### src/verilog/ffbb_pkg.sv
// package for the fiber fault / back-to-back control block
// assumes one 100 MHz clock and an apb master outside
package ffbb_pkg;
  // ===========================================
  // register offsets (byte addresses)
  localparam logic [7:0] OFS_CTRL   = 8'h00; // control
  localparam logic [7:0] OFS_STAT   = 8'h04; // live status
  localparam logic [7:0] OFS_IRQ    = 8'h08; // sticky events, w1c
  localparam logic [7:0] OFS_MASK   = 8'h0C; // interrupt mask
  // ===========================================
  // control field positions
  localparam int CTRL_FULL_DUPLEX  = 0;   // fiber duplex select
  localparam int CTRL_FEF_FORCE_OFF = 1;  // software fault send disable
  localparam logic [31:0] CTRL_RESET = 32'h0000_0001; // full duplex default
  // ===========================================
  // event bit positions
  localparam int EV_MODE_CHG  = 0; // copper/fiber change
  localparam int EV_FEF_SET   = 1; // fault raised
  localparam int EV_FEF_CLR   = 2; // fault gone
  localparam int EV_ENERGY    = 3; // copper energy change
  localparam int EV_W         = 4;
  // ===========================================
  // strap codes
  localparam logic [2:0] CFG_MII_B2B  = 3'h6; // binary 110
  localparam logic [2:0] CFG_RMII_B2B = 3'h5; // binary 101
  // ===========================================
  // fault pattern: 84 ones then one zero
  localparam logic [6:0] FEF_ONES     = 7'h54; // 84
  localparam logic [6:0] FEF_PERIOD_M1 = 7'h54; // last index of 85-bit frame
  // ===========================================
  // types
  typedef enum logic [2:0] {
    FFBB_COPPER  = 3'b001,
    FFBB_FX_NOSIG = 3'b010,
    FFBB_FX_SIG  = 3'b100
  } ffbb_mode_t;

  typedef struct packed {
    logic copper;   // level under low band
    logic fx_nosig; // middle band
    logic fx_sig;   // above upper band
  } ffbb_sd_t;

  typedef struct packed {
    logic mii_b2b;
    logic rmii_b2b;
    logic fef_en;
  } ffbb_strap_t;

  typedef struct packed {
    logic fiber;        // fiber mode active
    logic sig_ok;       // fiber signal present
    logic bypass_scr;   // scrambler bypass
    logic bypass_mlt3;  // line code bypass
    logic aneg_en;      // autonegotiation allowed
    logic mdix_auto;    // auto crossover allowed
    logic spd100;       // speed forced 100
    logic adv_10;       // may advertise 10 mb/s
    logic full_duplex;  // duplex choice
  } ffbb_ctl_t;
endpackage : ffbb_pkg

### src/verilog/ffbb_sd_sync.sv
// two-flop synchroniser for the three signal-detect bands
// assumes comparator outputs arrive asynchronous to i_clk
`timescale 1ns/100ps
`default_nettype none
module ffbb_sd_sync (
  // clock and reset
  input  wire logic              i_clk,
  input  wire logic              i_rst_n,
  // raw band flags
  input  wire ffbb_pkg::ffbb_sd_t i_sd,
  // synchronised band flags
  output ffbb_pkg::ffbb_sd_t     o_sd
);
  // ===========================================
  // state
  typedef struct packed {
    ffbb_pkg::ffbb_sd_t s1; // first stage, read only by s2
    ffbb_pkg::ffbb_sd_t s2; // second stage
  } ffbb_sync_st_t;
  ffbb_sync_st_t st;
  ffbb_sync_st_t next_st;

  // shift the stages
  always_comb begin
    next_st    = st;
    next_st.s1 = i_sd;
    next_st.s2 = st.s1;
  end

  // register, reset to copper indication
  always_ff @(posedge i_clk) begin
    if (!i_rst_n) begin
      st <= '{s1: 3'h4, s2: 3'h4};
    end else begin
      st <= next_st;
    end
  end

  assign o_sd = st.s2;
endmodule : ffbb_sd_sync
`default_nettype wire

### src/verilog/ffbb_fef_gen.sv
// far-end fault idle pattern serialiser
// assumes i_bit_en pulses once per line bit time
`timescale 1ns/100ps
`default_nettype none
module ffbb_fef_gen (
  // clock and reset
  input  wire logic i_clk,
  input  wire logic i_rst_n,
  // control
  input  wire logic i_active,
  input  wire logic i_bit_en,
  // serial out
  output logic      o_bit,
  output logic      o_valid
);
  // ===========================================
  // state
  typedef struct packed {
    logic [6:0] idx;   // position in the 85-bit frame
    logic       bit_q; // registered line bit
    logic       vld;   // pattern driven
  } ffbb_fef_st_t;
  ffbb_fef_st_t st;
  ffbb_fef_st_t next_st;

  // step through 84 ones then one zero
  always_comb begin
    next_st = st;
    if (!i_active) begin
      next_st.idx = 7'h00; // restart frame on every new fault
      next_st.vld = 1'b0;
      next_st.bit_q = 1'b0;
    end else if (i_bit_en) begin
      next_st.vld   = 1'b1;
      next_st.bit_q = (st.idx < ffbb_pkg::FEF_ONES);
      next_st.idx   = (st.idx == ffbb_pkg::FEF_PERIOD_M1) ? 7'h00 : st.idx + 7'h01;
    end
  end

  // register
  always_ff @(posedge i_clk) begin
    if (!i_rst_n) begin
      st <= '0;
    end else begin
      st <= next_st;
    end
  end

  assign o_bit   = st.bit_q;
  assign o_valid = st.vld;

  // the zero shows up exactly after 84 ones
  AST_FEF_ZERO: assert property (@(posedge i_clk) disable iff (!i_rst_n)
    (i_active && i_bit_en && st.idx == ffbb_pkg::FEF_ONES) |=> (o_bit == 1'b0))
    else $error("fault pattern zero missing");
  AST_FEF_ONE: assert property (@(posedge i_clk) disable iff (!i_rst_n)
    (i_active && i_bit_en && st.idx < ffbb_pkg::FEF_ONES) |=> (o_bit == 1'b1))
    else $error("fault pattern one missing");
endmodule : ffbb_fef_gen
`default_nettype wire

### src/verilog/ffbb_ctrl.sv
// fiber mode select, far-end fault and back-to-back control
// assumes analog comparators give band flags; straps stable at reset release
// Function
// - fiber above 1V, copper below 0.2V
// - middle band: fiber, no signal, fault
// - above upper band: fiber signal present
// - fault sends 84 ones then one zero
// - fault on unless strap low at reset
// - back-to-back copper side refuses 10 Mb/s
// - strap 110 selects mii back-to-back
// - strap 101 selects rmii back-to-back
// - rmii spare rxd2 shows copper energy
// - spare txd2 high silences transmitter; this block does so in rmii back-to-back only
// - fiber bypasses scrambler and line code
// - fiber: no autoneg, no crossover, 100
//
// Added by the designer: the register offsets and the APB slave port.
`timescale 1ns/100ps
`default_nettype none
module ffbb_ctrl (
  // clock and reset
  input  wire logic               i_clk,
  input  wire logic               i_rst_n,
  // apb slave
  input  wire logic               i_psel,
  input  wire logic               i_penable,
  input  wire logic               i_pwrite,
  input  wire logic [7:0]         i_paddr,
  input  wire logic [31:0]        i_pwdata,
  output logic [31:0]             o_prdata,
  output logic                    o_pready,
  output logic                    o_pslverr,
  // fiber signal detect bands
  input  wire ffbb_pkg::ffbb_sd_t i_fiber_sig_detect_in,
  // straps
  input  wire logic [2:0]         i_config_strap,
  input  wire logic               i_fault_disable_strap,
  // copper side
  input  wire logic               i_copper_energy,
  input  wire logic               i_spare_txd2,
  input  wire logic               i_bit_en,
  // control outputs
  output ffbb_pkg::ffbb_ctl_t     o_ctl,
  output ffbb_pkg::ffbb_strap_t   o_strap,
  output logic                    o_far_end_fault,
  output logic                    o_fef_bit,
  output logic                    o_fef_valid,
  output logic                    o_tx_enable,
  output logic                    o_spare_rxd2,
  // interrupt
  output logic                    o_irq
);
  // ===========================================
  // state
  typedef struct packed {
    ffbb_pkg::ffbb_mode_t  mode;     // current band
    ffbb_pkg::ffbb_strap_t strap;    // caught at reset release
    logic                  strap_ok; // straps captured
    logic [31:0]           ctrl;     // control register
    logic [ffbb_pkg::EV_W-1:0] stat; // sticky events
    logic [ffbb_pkg::EV_W-1:0] mask; // interrupt mask
    logic                  energy_q; // previous energy
    logic                  fef;      // fault active
    logic                  rxd2;     // spare rx bit
    logic [31:0]           rdata;    // read data
  } ffbb_st_t;
  ffbb_st_t st;
  ffbb_st_t next_st;

  ffbb_pkg::ffbb_sd_t sd; // synchronised bands

  // ===========================================
  // helpers
  function automatic logic is_fiber(input ffbb_pkg::ffbb_mode_t m);
    is_fiber = (m != ffbb_pkg::FFBB_COPPER);
  endfunction : is_fiber

  // ===========================================
  // submodules
  ffbb_sd_sync u_sync (
    .i_clk   (i_clk),
    .i_rst_n (i_rst_n),
    .i_sd    (i_fiber_sig_detect_in),
    .o_sd    (sd)
  );

  ffbb_fef_gen u_fef (
    .i_clk    (i_clk),
    .i_rst_n  (i_rst_n),
    .i_active (st.fef),
    .i_bit_en (i_bit_en),
    .o_bit    (o_fef_bit),
    .o_valid  (o_fef_valid)
  );

  // ===========================================
  // bus decode
  logic acc;  // access phase
  logic wr;   // write strobe
  assign acc = i_psel && i_penable;
  assign wr  = acc && i_pwrite;

  // next state
  always_comb begin
    logic [ffbb_pkg::EV_W-1:0] ev; // events this cycle
    logic                      fef_n;
    ev      = '0;
    fef_n   = 1'b0;
    next_st = st;
    // catch straps one cycle after reset release
    if (!st.strap_ok) begin
      next_st.strap_ok       = 1'b1;
      next_st.strap.mii_b2b  = (i_config_strap == ffbb_pkg::CFG_MII_B2B);
      next_st.strap.rmii_b2b = (i_config_strap == ffbb_pkg::CFG_RMII_B2B);
      next_st.strap.fef_en   = i_fault_disable_strap;
    end
    // band selection; a detect tied high lands in the upper band
    case (1'b1)
      sd.copper:   next_st.mode = ffbb_pkg::FFBB_COPPER;
      sd.fx_nosig: next_st.mode = ffbb_pkg::FFBB_FX_NOSIG;
      sd.fx_sig:   next_st.mode = ffbb_pkg::FFBB_FX_SIG;
      default:     next_st.mode = st.mode;                 // gap between bands
    endcase
    fef_n = (next_st.mode == ffbb_pkg::FFBB_FX_NOSIG) && st.strap.fef_en
            && !st.ctrl[ffbb_pkg::CTRL_FEF_FORCE_OFF];
    next_st.fef      = fef_n;
    next_st.energy_q = i_copper_energy;
    next_st.rxd2     = i_copper_energy;
    ev[ffbb_pkg::EV_MODE_CHG] = is_fiber(next_st.mode) != is_fiber(st.mode);
    ev[ffbb_pkg::EV_FEF_SET]  = fef_n && !st.fef;
    ev[ffbb_pkg::EV_FEF_CLR]  = !fef_n && st.fef;
    ev[ffbb_pkg::EV_ENERGY]   = i_copper_energy != st.energy_q;
    // register writes; sets beat clears
    if (wr) begin
      if (i_paddr == ffbb_pkg::OFS_CTRL) begin
        next_st.ctrl = i_pwdata;
      end else if (i_paddr == ffbb_pkg::OFS_IRQ) begin
        next_st.stat = st.stat & ~i_pwdata[ffbb_pkg::EV_W-1:0];
      end else if (i_paddr == ffbb_pkg::OFS_MASK) begin
        next_st.mask = i_pwdata[ffbb_pkg::EV_W-1:0];
      end
    end
    next_st.stat = next_st.stat | ev;
    // register reads, unmapped read zero
    next_st.rdata = 32'h0000_0000;
    if (i_psel && !i_penable && !i_pwrite) begin
      if (i_paddr == ffbb_pkg::OFS_CTRL) begin
        next_st.rdata = st.ctrl;
      end else if (i_paddr == ffbb_pkg::OFS_STAT) begin
        // bit 3 is spare so the strap field sits at 7:5 and energy at 8
        next_st.rdata = {23'h0, st.rxd2, st.strap, st.fef, 1'b0, st.mode};
      end else if (i_paddr == ffbb_pkg::OFS_IRQ) begin
        next_st.rdata = {28'h0, st.stat};
      end else if (i_paddr == ffbb_pkg::OFS_MASK) begin
        next_st.rdata = {28'h0, st.mask};
      end
    end
  end

  // register state
  always_ff @(posedge i_clk) begin
    if (!i_rst_n) begin
      st <= '{mode: ffbb_pkg::FFBB_COPPER, strap: '0, strap_ok: 1'b0,
              ctrl: ffbb_pkg::CTRL_RESET, stat: '0, mask: '0,
              energy_q: 1'b0, fef: 1'b0, rxd2: 1'b0, rdata: '0};
    end else begin
      st <= next_st;
    end
  end

  // ===========================================
  // outputs
  logic fib; // fiber mode
  assign fib = is_fiber(st.mode);
  always_comb begin
    o_ctl             = '0;
    o_ctl.fiber       = fib;
    o_ctl.sig_ok      = (st.mode == ffbb_pkg::FFBB_FX_SIG);
    o_ctl.bypass_scr  = fib;
    o_ctl.bypass_mlt3 = fib;
    o_ctl.aneg_en     = !fib;
    o_ctl.mdix_auto   = !fib;
    o_ctl.spd100      = fib || st.strap.mii_b2b || st.strap.rmii_b2b;
    o_ctl.adv_10      = !fib && !st.strap.mii_b2b && !st.strap.rmii_b2b;
    o_ctl.full_duplex = st.ctrl[ffbb_pkg::CTRL_FULL_DUPLEX];
  end
  assign o_strap         = st.strap;
  assign o_far_end_fault = st.fef;
  // rmii b2b: spare txd2 high silences the transmitter
  assign o_tx_enable     = !(st.strap.rmii_b2b && i_spare_txd2);
  assign o_spare_rxd2    = st.rxd2 && st.strap.rmii_b2b;
  assign o_irq           = |(st.stat & st.mask);
  assign o_prdata        = st.rdata;
  assign o_pready        = 1'b1; // read data fetched in setup
  assign o_pslverr       = 1'b0;

  // ===========================================
  // checks
  AST_FIBER_BYPASS: assert property (@(posedge i_clk) disable iff (!i_rst_n)
    o_ctl.fiber |-> (o_ctl.bypass_scr && !o_ctl.aneg_en && !o_ctl.mdix_auto && o_ctl.spd100))
    else $error("fiber mode still negotiates");
  AST_COPPER_BAND: assert property (@(posedge i_clk) disable iff (!i_rst_n)
    (st.strap_ok && sd.copper) |=> !o_ctl.fiber)
    else $error("copper band not copper");
  AST_MID_FAULT: assert property (@(posedge i_clk) disable iff (!i_rst_n)
    (sd.fx_nosig && st.strap.fef_en && !st.ctrl[ffbb_pkg::CTRL_FEF_FORCE_OFF] && st.strap_ok)
    |=> (o_far_end_fault && !o_ctl.sig_ok))
    else $error("middle band without fault");
  AST_SIG_OK: assert property (@(posedge i_clk) disable iff (!i_rst_n)
    sd.fx_sig |=> (o_ctl.sig_ok && o_ctl.fiber && !o_far_end_fault))
    else $error("upper band not signal");
  AST_STRAP_OFF: assert property (@(posedge i_clk) disable iff (!i_rst_n)
    (st.strap_ok && !st.strap.fef_en) |-> !o_far_end_fault)
    else $error("fault while strapped off");
  AST_NO_10: assert property (@(posedge i_clk) disable iff (!i_rst_n)
    (st.strap.mii_b2b || st.strap.rmii_b2b) |-> (o_ctl.spd100 && !o_ctl.adv_10))
    else $error("10 mb/s allowed in back-to-back");
  AST_HOLD_GAP: assert property (@(posedge i_clk) disable iff (!i_rst_n)
    (sd == 3'h0) |=> (st.mode == $past(st.mode)))
    else $error("mode moved between bands");
  AST_RXD2: assert property (@(posedge i_clk) disable iff (!i_rst_n)
    (st.strap.rmii_b2b && $stable(st.strap)) |=> (o_spare_rxd2 == $past(i_copper_energy)))
    else $error("spare rxd2 not energy");
  AST_TX_OFF: assert property (@(posedge i_clk) disable iff (!i_rst_n)
    (st.strap.rmii_b2b && i_spare_txd2) |-> !o_tx_enable)
    else $error("transmitter not silenced");
  // the release edge itself still resets the state, so only check from the edge that captures
  AST_MII_STRAP: assert property (@(posedge i_clk) disable iff (!i_rst_n)
    (i_rst_n && !st.strap_ok) |=> (st.strap.mii_b2b == ($past(i_config_strap) == ffbb_pkg::CFG_MII_B2B)))
    else $error("mii strap decode wrong");
  AST_RMII_STRAP: assert property (@(posedge i_clk) disable iff (!i_rst_n)
    (i_rst_n && !st.strap_ok) |=> (st.strap.rmii_b2b == ($past(i_config_strap) == ffbb_pkg::CFG_RMII_B2B)))
    else $error("rmii strap decode wrong");
endmodule : ffbb_ctrl
`default_nettype wire

### config.mk
export PLATFORM = sky130hd
export DESIGN_NAME = ffbb_ctrl
export DESIGN_NICKNAME = d
export VERILOG_FILES = /design/src/verilog/ffbb_pkg.sv /design/src/verilog/ffbb_sd_sync.sv /design/src/verilog/ffbb_fef_gen.sv /design/src/verilog/ffbb_ctrl.sv
export SDC_FILE = /design/constraint.sdc
export NUM_CORES = 1
export LEC_CHECK = 0
export BUFFER_PORTS_ARGS = -buffer_cell sky130_fd_sc_hd__buf_4
export CAP_MARGIN = 20
export CORE_MARGIN = 3
export CORE_UTILIZATION = 48
export CTS_BUF_LIST = sky130_fd_sc_hd__clkbuf_8
export DETAILED_ROUTE_END_ITERATION = 8
export GPL_TIMING_DRIVEN = 1
export PLACE_DENSITY = 0.77
export SLEW_MARGIN = 0
export SYNTH_ARGS = -nofsm -noshare
export SYNTH_HDL_FRONTEND = slang
export SYNTH_HIERARCHICAL = 1
export SYNTH_SLANG_ARGS = --single-unit
### constraint.sdc
create_clock -name i_clk -period 1.49 [get_ports i_clk]
set_input_delay 0.447 -clock i_clk [delete_from_list [all_inputs] [get_ports i_clk]]
set_output_delay 0.447 -clock i_clk [all_outputs]
set_load 0.03 [all_outputs]
# ---- Yosys cells after proc, flatten, opt, wreduce, memory -nomap -nowiden
# Index checks and enable logic that the tools add are counted.
dict set report classes {
  add_sub_neg 1
  mul 0
  div 0
  order_cmp 1
  eq_ne 12
  shifts 0
  mux 13
  bitwise_logic 6
  reduce_logical 29
}
# operator n
set ops {}
lappend ops {{32-bit two-way mux} 1}
lappend ops {{4-bit two-way mux} 5}
lappend ops {{8-bit by 4-bit == test with 1-bit output, second input constant} 2}
lappend ops {{8-bit two-way mux} 2}
lappend ops {{1-bit logical AND} 12}
lappend ops {{3-bit == test, second input constant} 3}
lappend ops {{1-bit logical NOT} 9}
lappend ops {{3-bit two-way mux} 3}
lappend ops {{9-bit two-way mux} 1}
lappend ops {{4-bit AND} 2}
lappend ops {{8-bit by 3-bit == test with 1-bit output, second input constant} 1}
lappend ops {{8-bit logical NOT} 1}
lappend ops {{7-bit by 1-bit adder with 7-bit output, second input constant} 1}
lappend ops {{7-bit == test, second input constant} 1}
lappend ops {{7-bit < comparator, second input constant} 1}
lappend ops {{7-bit two-way mux} 1}
lappend ops {{3-bit by 1-bit != test with 1-bit output, second input constant} 2}
lappend ops {{2-bit AND reduction} 3}
lappend ops {{4-bit inverter} 1}
lappend ops {{4-bit OR} 1}
lappend ops {{4-bit AND reduction} 1}
lappend ops {{4-bit OR reduction} 1}
lappend ops {{3-bit by 2-bit == test with 1-bit output, second input constant} 1}
lappend ops {{1-bit logical OR} 2}
lappend ops {{other kinds (2)} 4}
dict set report word_totals {
  ff_bits 96
  latch_bits 0
  mem_bits_rw 0
  rom_bits 0
  input_bits 55
  out_inout_bits 52
  n_memories 0
}

# ---- Logic depth before layout (Yosys ltp)
dict set report depth {
  word_depth 9
  mapped_depth 6
  ltp_nobuf 5
}

# ---- Cells and area by module
# Netlist, hierarchy kept.
# mod n_inst cells_each area_per_inst_um2 seq_area_each_um2
set by_module_without_submodules {}
lappend by_module_without_submodules {ffbb_ctrl 1 352 3413.3 1621.6}
lappend by_module_without_submodules {ffbb_fef_gen 1 49 429.2 180.2}
lappend by_module_without_submodules {ffbb_sd_sync 1 12 157.7 120.1}

# ---- Least setup slack after synthesis
# OpenSTA, ideal clock, no wires.
dict set report synth_path {
  path_type {register to output}
  start {register st[79] (netlist bit)}
  end {output port o_ctl[1] (netlist bit)}
  arrival_time_ns 1.526
  slack_ns -0.483
  path_stages_with_launch 4
  n_path_buf 0
  path_cell_list {dfxtp_1 > or3b_1 > or3_1 > inv_1}
}
# element line_no
set synth_lines {}
lappend synth_lines {{start, declared} ffbb_ctrl.sv:67} ;# ffbb_st_t st;
lappend synth_lines {{start signal, assigned} ffbb_ctrl.sv:163} ;# st <= '{mode: ffbb_pkg::FFBB_COPPER, strap: '0, strap_ok: 1'b0,
lappend synth_lines {{start signal, assigned} ffbb_ctrl.sv:167} ;# st <= next_st;
lappend synth_lines {{end, declared} ffbb_ctrl.sv:43} ;# output ffbb_pkg::ffbb_ctl_t o_ctl,

==> reports/metrics.cfg <==
[critical_path]
worstReg2RegStart = st[80]$_SDFF_PN0_
critical_path.cell_chain = or3b_4 > or3_4 > buf_4
rr_worst_depth = 6
timing_worst_setup_path_type = flop to output pin
worst-endpoint-required_ps = 1040
r2r_setup_slk_ps = -150
critical-path-max-stage-delay_ps = 390
cp-start-kind = flop
worst_r2r_endpoint = st[39]$_SDFF_PN0_
slowest_stage = or3b_4
timing.critical_path.to_type = output pin
cp_data_arrival_time_ps = 1610
critical_path.max_fanout = 2

[routing]
antenna_violating_nets_post_route = 0
vias = 2984
avgViaCountPerCell = 4.90
number_of_remaining_drc_errors = 0
drt_pre_antenna_iters = 6
drt-wirelength-per-cell_microns = 13.6
initialDrtViolationCount = 101
postRouteWirelength_mm = 8.27

[logic_synthesis]
share_of_the_yosys_chip_area_belonging_to_registers_pct = 48.0
postSynth.asyncResetShare_pct = 0
synthesis.area_sq_um = 4000
synth.yosys.warnings = 6
syn_avg_cell_area_sq_um = 9.69
yosys_most_used_dff = dfxtp_1
postSynthCellCount = 413
postSynthNetCount = 470
synth_seq_cells = 96
synth.lib_cells_used.distinct = 52
synth_enable_flop_cells = 0

[die]
die_area_sq_um = 9470
floorplan.initialDensity_pct = 50.7
die_width_microns = 97.3
coreArea_sq_um = 7890
floorplan.die.height_microns = 97.3
placement_rows = 32
design.portCount = 107

[layout]
nNetsFinal = 559
fraction_of_final_layout_cells_sized_beyond_drive_strength_1_pct = 36.5
area_growth_pct = 26.3
num_antenna_cells = 0
utilization_pct = 64.1
post_layout_instance_count_excluding_filler_cells = 609
design_area_sq_um = 5050

[place]
port-buffer-count = 104
total_instance_count_after_detailed_placement = 584
placedInstanceArea_sq_um = 4680
detailedPlacementHpwl_mm = 6.00
place.gp.congestion = 0.867
dp_worst_setup_slack_ps = -302

[timing]
timing_hold_violations_final = 0
post-route-min-period_ps = 2060
setup_repair_after_global_routing_missed_its_margin = yes
post-route-period-util_pct = 138
number_of_setup_violations_in_the_final_report = 13
achievable_clock_frequency_mhz = 486
skew_ps = 9.35
finalHoldWorstSlack_ps = 278
final_critical_path_setup_slack_ps = -566
number_of_max_slew_violations_in_the_final_report = 0

[grt]
grt.total_usage_pct = 17.4
grt_overflow_total = 0
wire_length_of_the_first_global_routing_pass_mm = 13.6
grt_start_max_net_pins = 48
grt_pass1_vias = 2882
number_of_antenna_violations_at_the_first_check_in_global_routing = 0

[clock_network]
cts_htree_levels = 3
cts_tree = built
clk_transition_reported_paths_ps = 100
clock_sinks = 96
inserted_clock_buffers = 9
cts-hold-fix-buffers = 0
ctsLongestPathBuffers = 2
ctsRootBufferMaster = clkbuf_8
clk-insertion-delay-late_ps = 350

[min_path]
worstHoldPathCells = 2
worst_hold_startpoint = i_fiber_sig_detect_in[2]
whs_endpoint = u_sync/next_st[2]$_SDFF_PN1_
min_path_type = input pin to flop

[status]
violations = setup timing
run_status = finished, violations left

[power_and_ir_drop]
vdd.ir_drop.worst_mv = 0.568
power.density_nw_per_um2 = 901
p_leak_nw = 2.16

[job]
maxCapViolations = 0

[layout by cell type, fill, tap and decap left out, types with 5 or more instances in the layout]
cell | Yosys | layout
buf_4 | 44 | 121
dfxtp_1 | 96 | 85
nand2_1 | 75 | 74
mux2i_1 | 44 | 44
and2_1 | 31 | 30
nor2_1 | 25 | 25
buf_6 | 3 | 14
dfxtp_2 | 0 | 11
clkbuf_8 | 0 | 9
inv_1 | 9 | 7
nand3_1 | 5 | 5
[metrics by stage]
| step | setup TNS (ps) | total power [mW] |
|---|---|---|
| detailed placement | -13460 | 2.99 |
| global route | -4660 | 4.74 |
| finish | -4050 | 4.55 |
| CTS | -4450 | 4.59 |
| global placement | -11130 | 2.99 |
| floorplan | -2500 | 2.81 |
[where the power goes]
part | switching, mW | total [mW] | internal (mW)
Sequential | 0.0149 | 2.60 | 2.58
Combinational | 0.165 | 0.354 | 0.189
Clock | 0.959 | 1.60 | 0.642
[critical path, delay by kind of cell, from the launching register on]
kind / cells / cell delay (ps)
flip-flops: 1 / 330
AND/OR/NAND/NOR: 2 / 750
buffers and inverters: 1 / 180
[area by class of cell]
cell class	instances	area (sq um)
clock buffer	9	124
clock inverter	7	65.1
multi-input combinational	248	1640
fill	636	2830
sequential	96	1940
inverter	9	38.8
tap	102	128
timing repair buffer	138	1130
[state kept, by name, indices dropped and copies added, names as in the netlist]
name and cells:
o_far_end_fault 1, st 44, u_fef/o_bit 1, u_sync/o_sd 3, u_fef/o_valid 1, o_strap 3
u_sync/next_st 3, o_ctl 1, u_fef/st 7, o_prdata 32
[cell families (layout without fill, tap and decap cells)]
group	count (synthesis)	in the layout	share of synthesized area (%)
flops	96	96	48.0
simple gates	164	164	20.6
xor+xnor	4	4	0.876
other cells	2	2	0.188
buf+inv	69	163	12.4
compound gates	29	29	5.38
fa+ha+maj	2	2	0.625
mux	47	47	11.9
[worst max-delay path by stage]
| stage | cells after the start | endpoint | start |
|---|---|---|---|
| after CTS | 3 | o_ctl[2] | st[80]$_SDFF_PN0_ |
| after detailed placement | 5 | st[64]$_SDFFE_PN0P_ | i_paddr[2] |
| final | 3 | o_ctl[2] | st[80]$_SDFF_PN0_ |
| after floorplan | 3 | o_ctl[1] | st[79]$_SDFF_PN1_ |
| after global routing | 3 | o_ctl[2] | st[80]$_SDFF_PN0_ |
| after global placement | 5 | st[72]$_SDFFE_PN0P_ | i_paddr[2] |
[metal layers]
layer  vias up  routed length, microns  GRT usage (%)  share of wire (%)
met5         -                       0              0                  0
met4         0                     167           7.24                2.0
met3        15                     559           4.31                6.8
met2        84                    3960           28.2                 48
met1      1380                    3580           22.2                 43
li1       1505                       -              -                  -
[cell usage after synthesis, drive strengths merged (4+ instances only)]
master | n | area (sq um)
o21ai | 4 | 20.0
nand2b | 4 | 25.0
clkbuf | 8 | 30.0
and2 | 31 | 194
a22oi | 5 | 37.5
nand2 | 75 | 282
nand3 | 5 | 25.0
dfxtp | 96 | 1920
buf | 52 | 433
a21oi | 4 | 23.8
inv | 9 | 33.8
nor2 | 25 | 93.8
mux2i | 44 | 440
[repair_timing]
| item | in CTS | in global routing |
|---|---|---|
| cloned | 0 | 0 |
| buffers inserted | 8 | 6 |
| gates resized for setup | 28 | 12 |
| pin swaps | 3 | 3 |
| setup endpoints to repair | 11 | 20 |
Power figures use the tool's default switching activity.
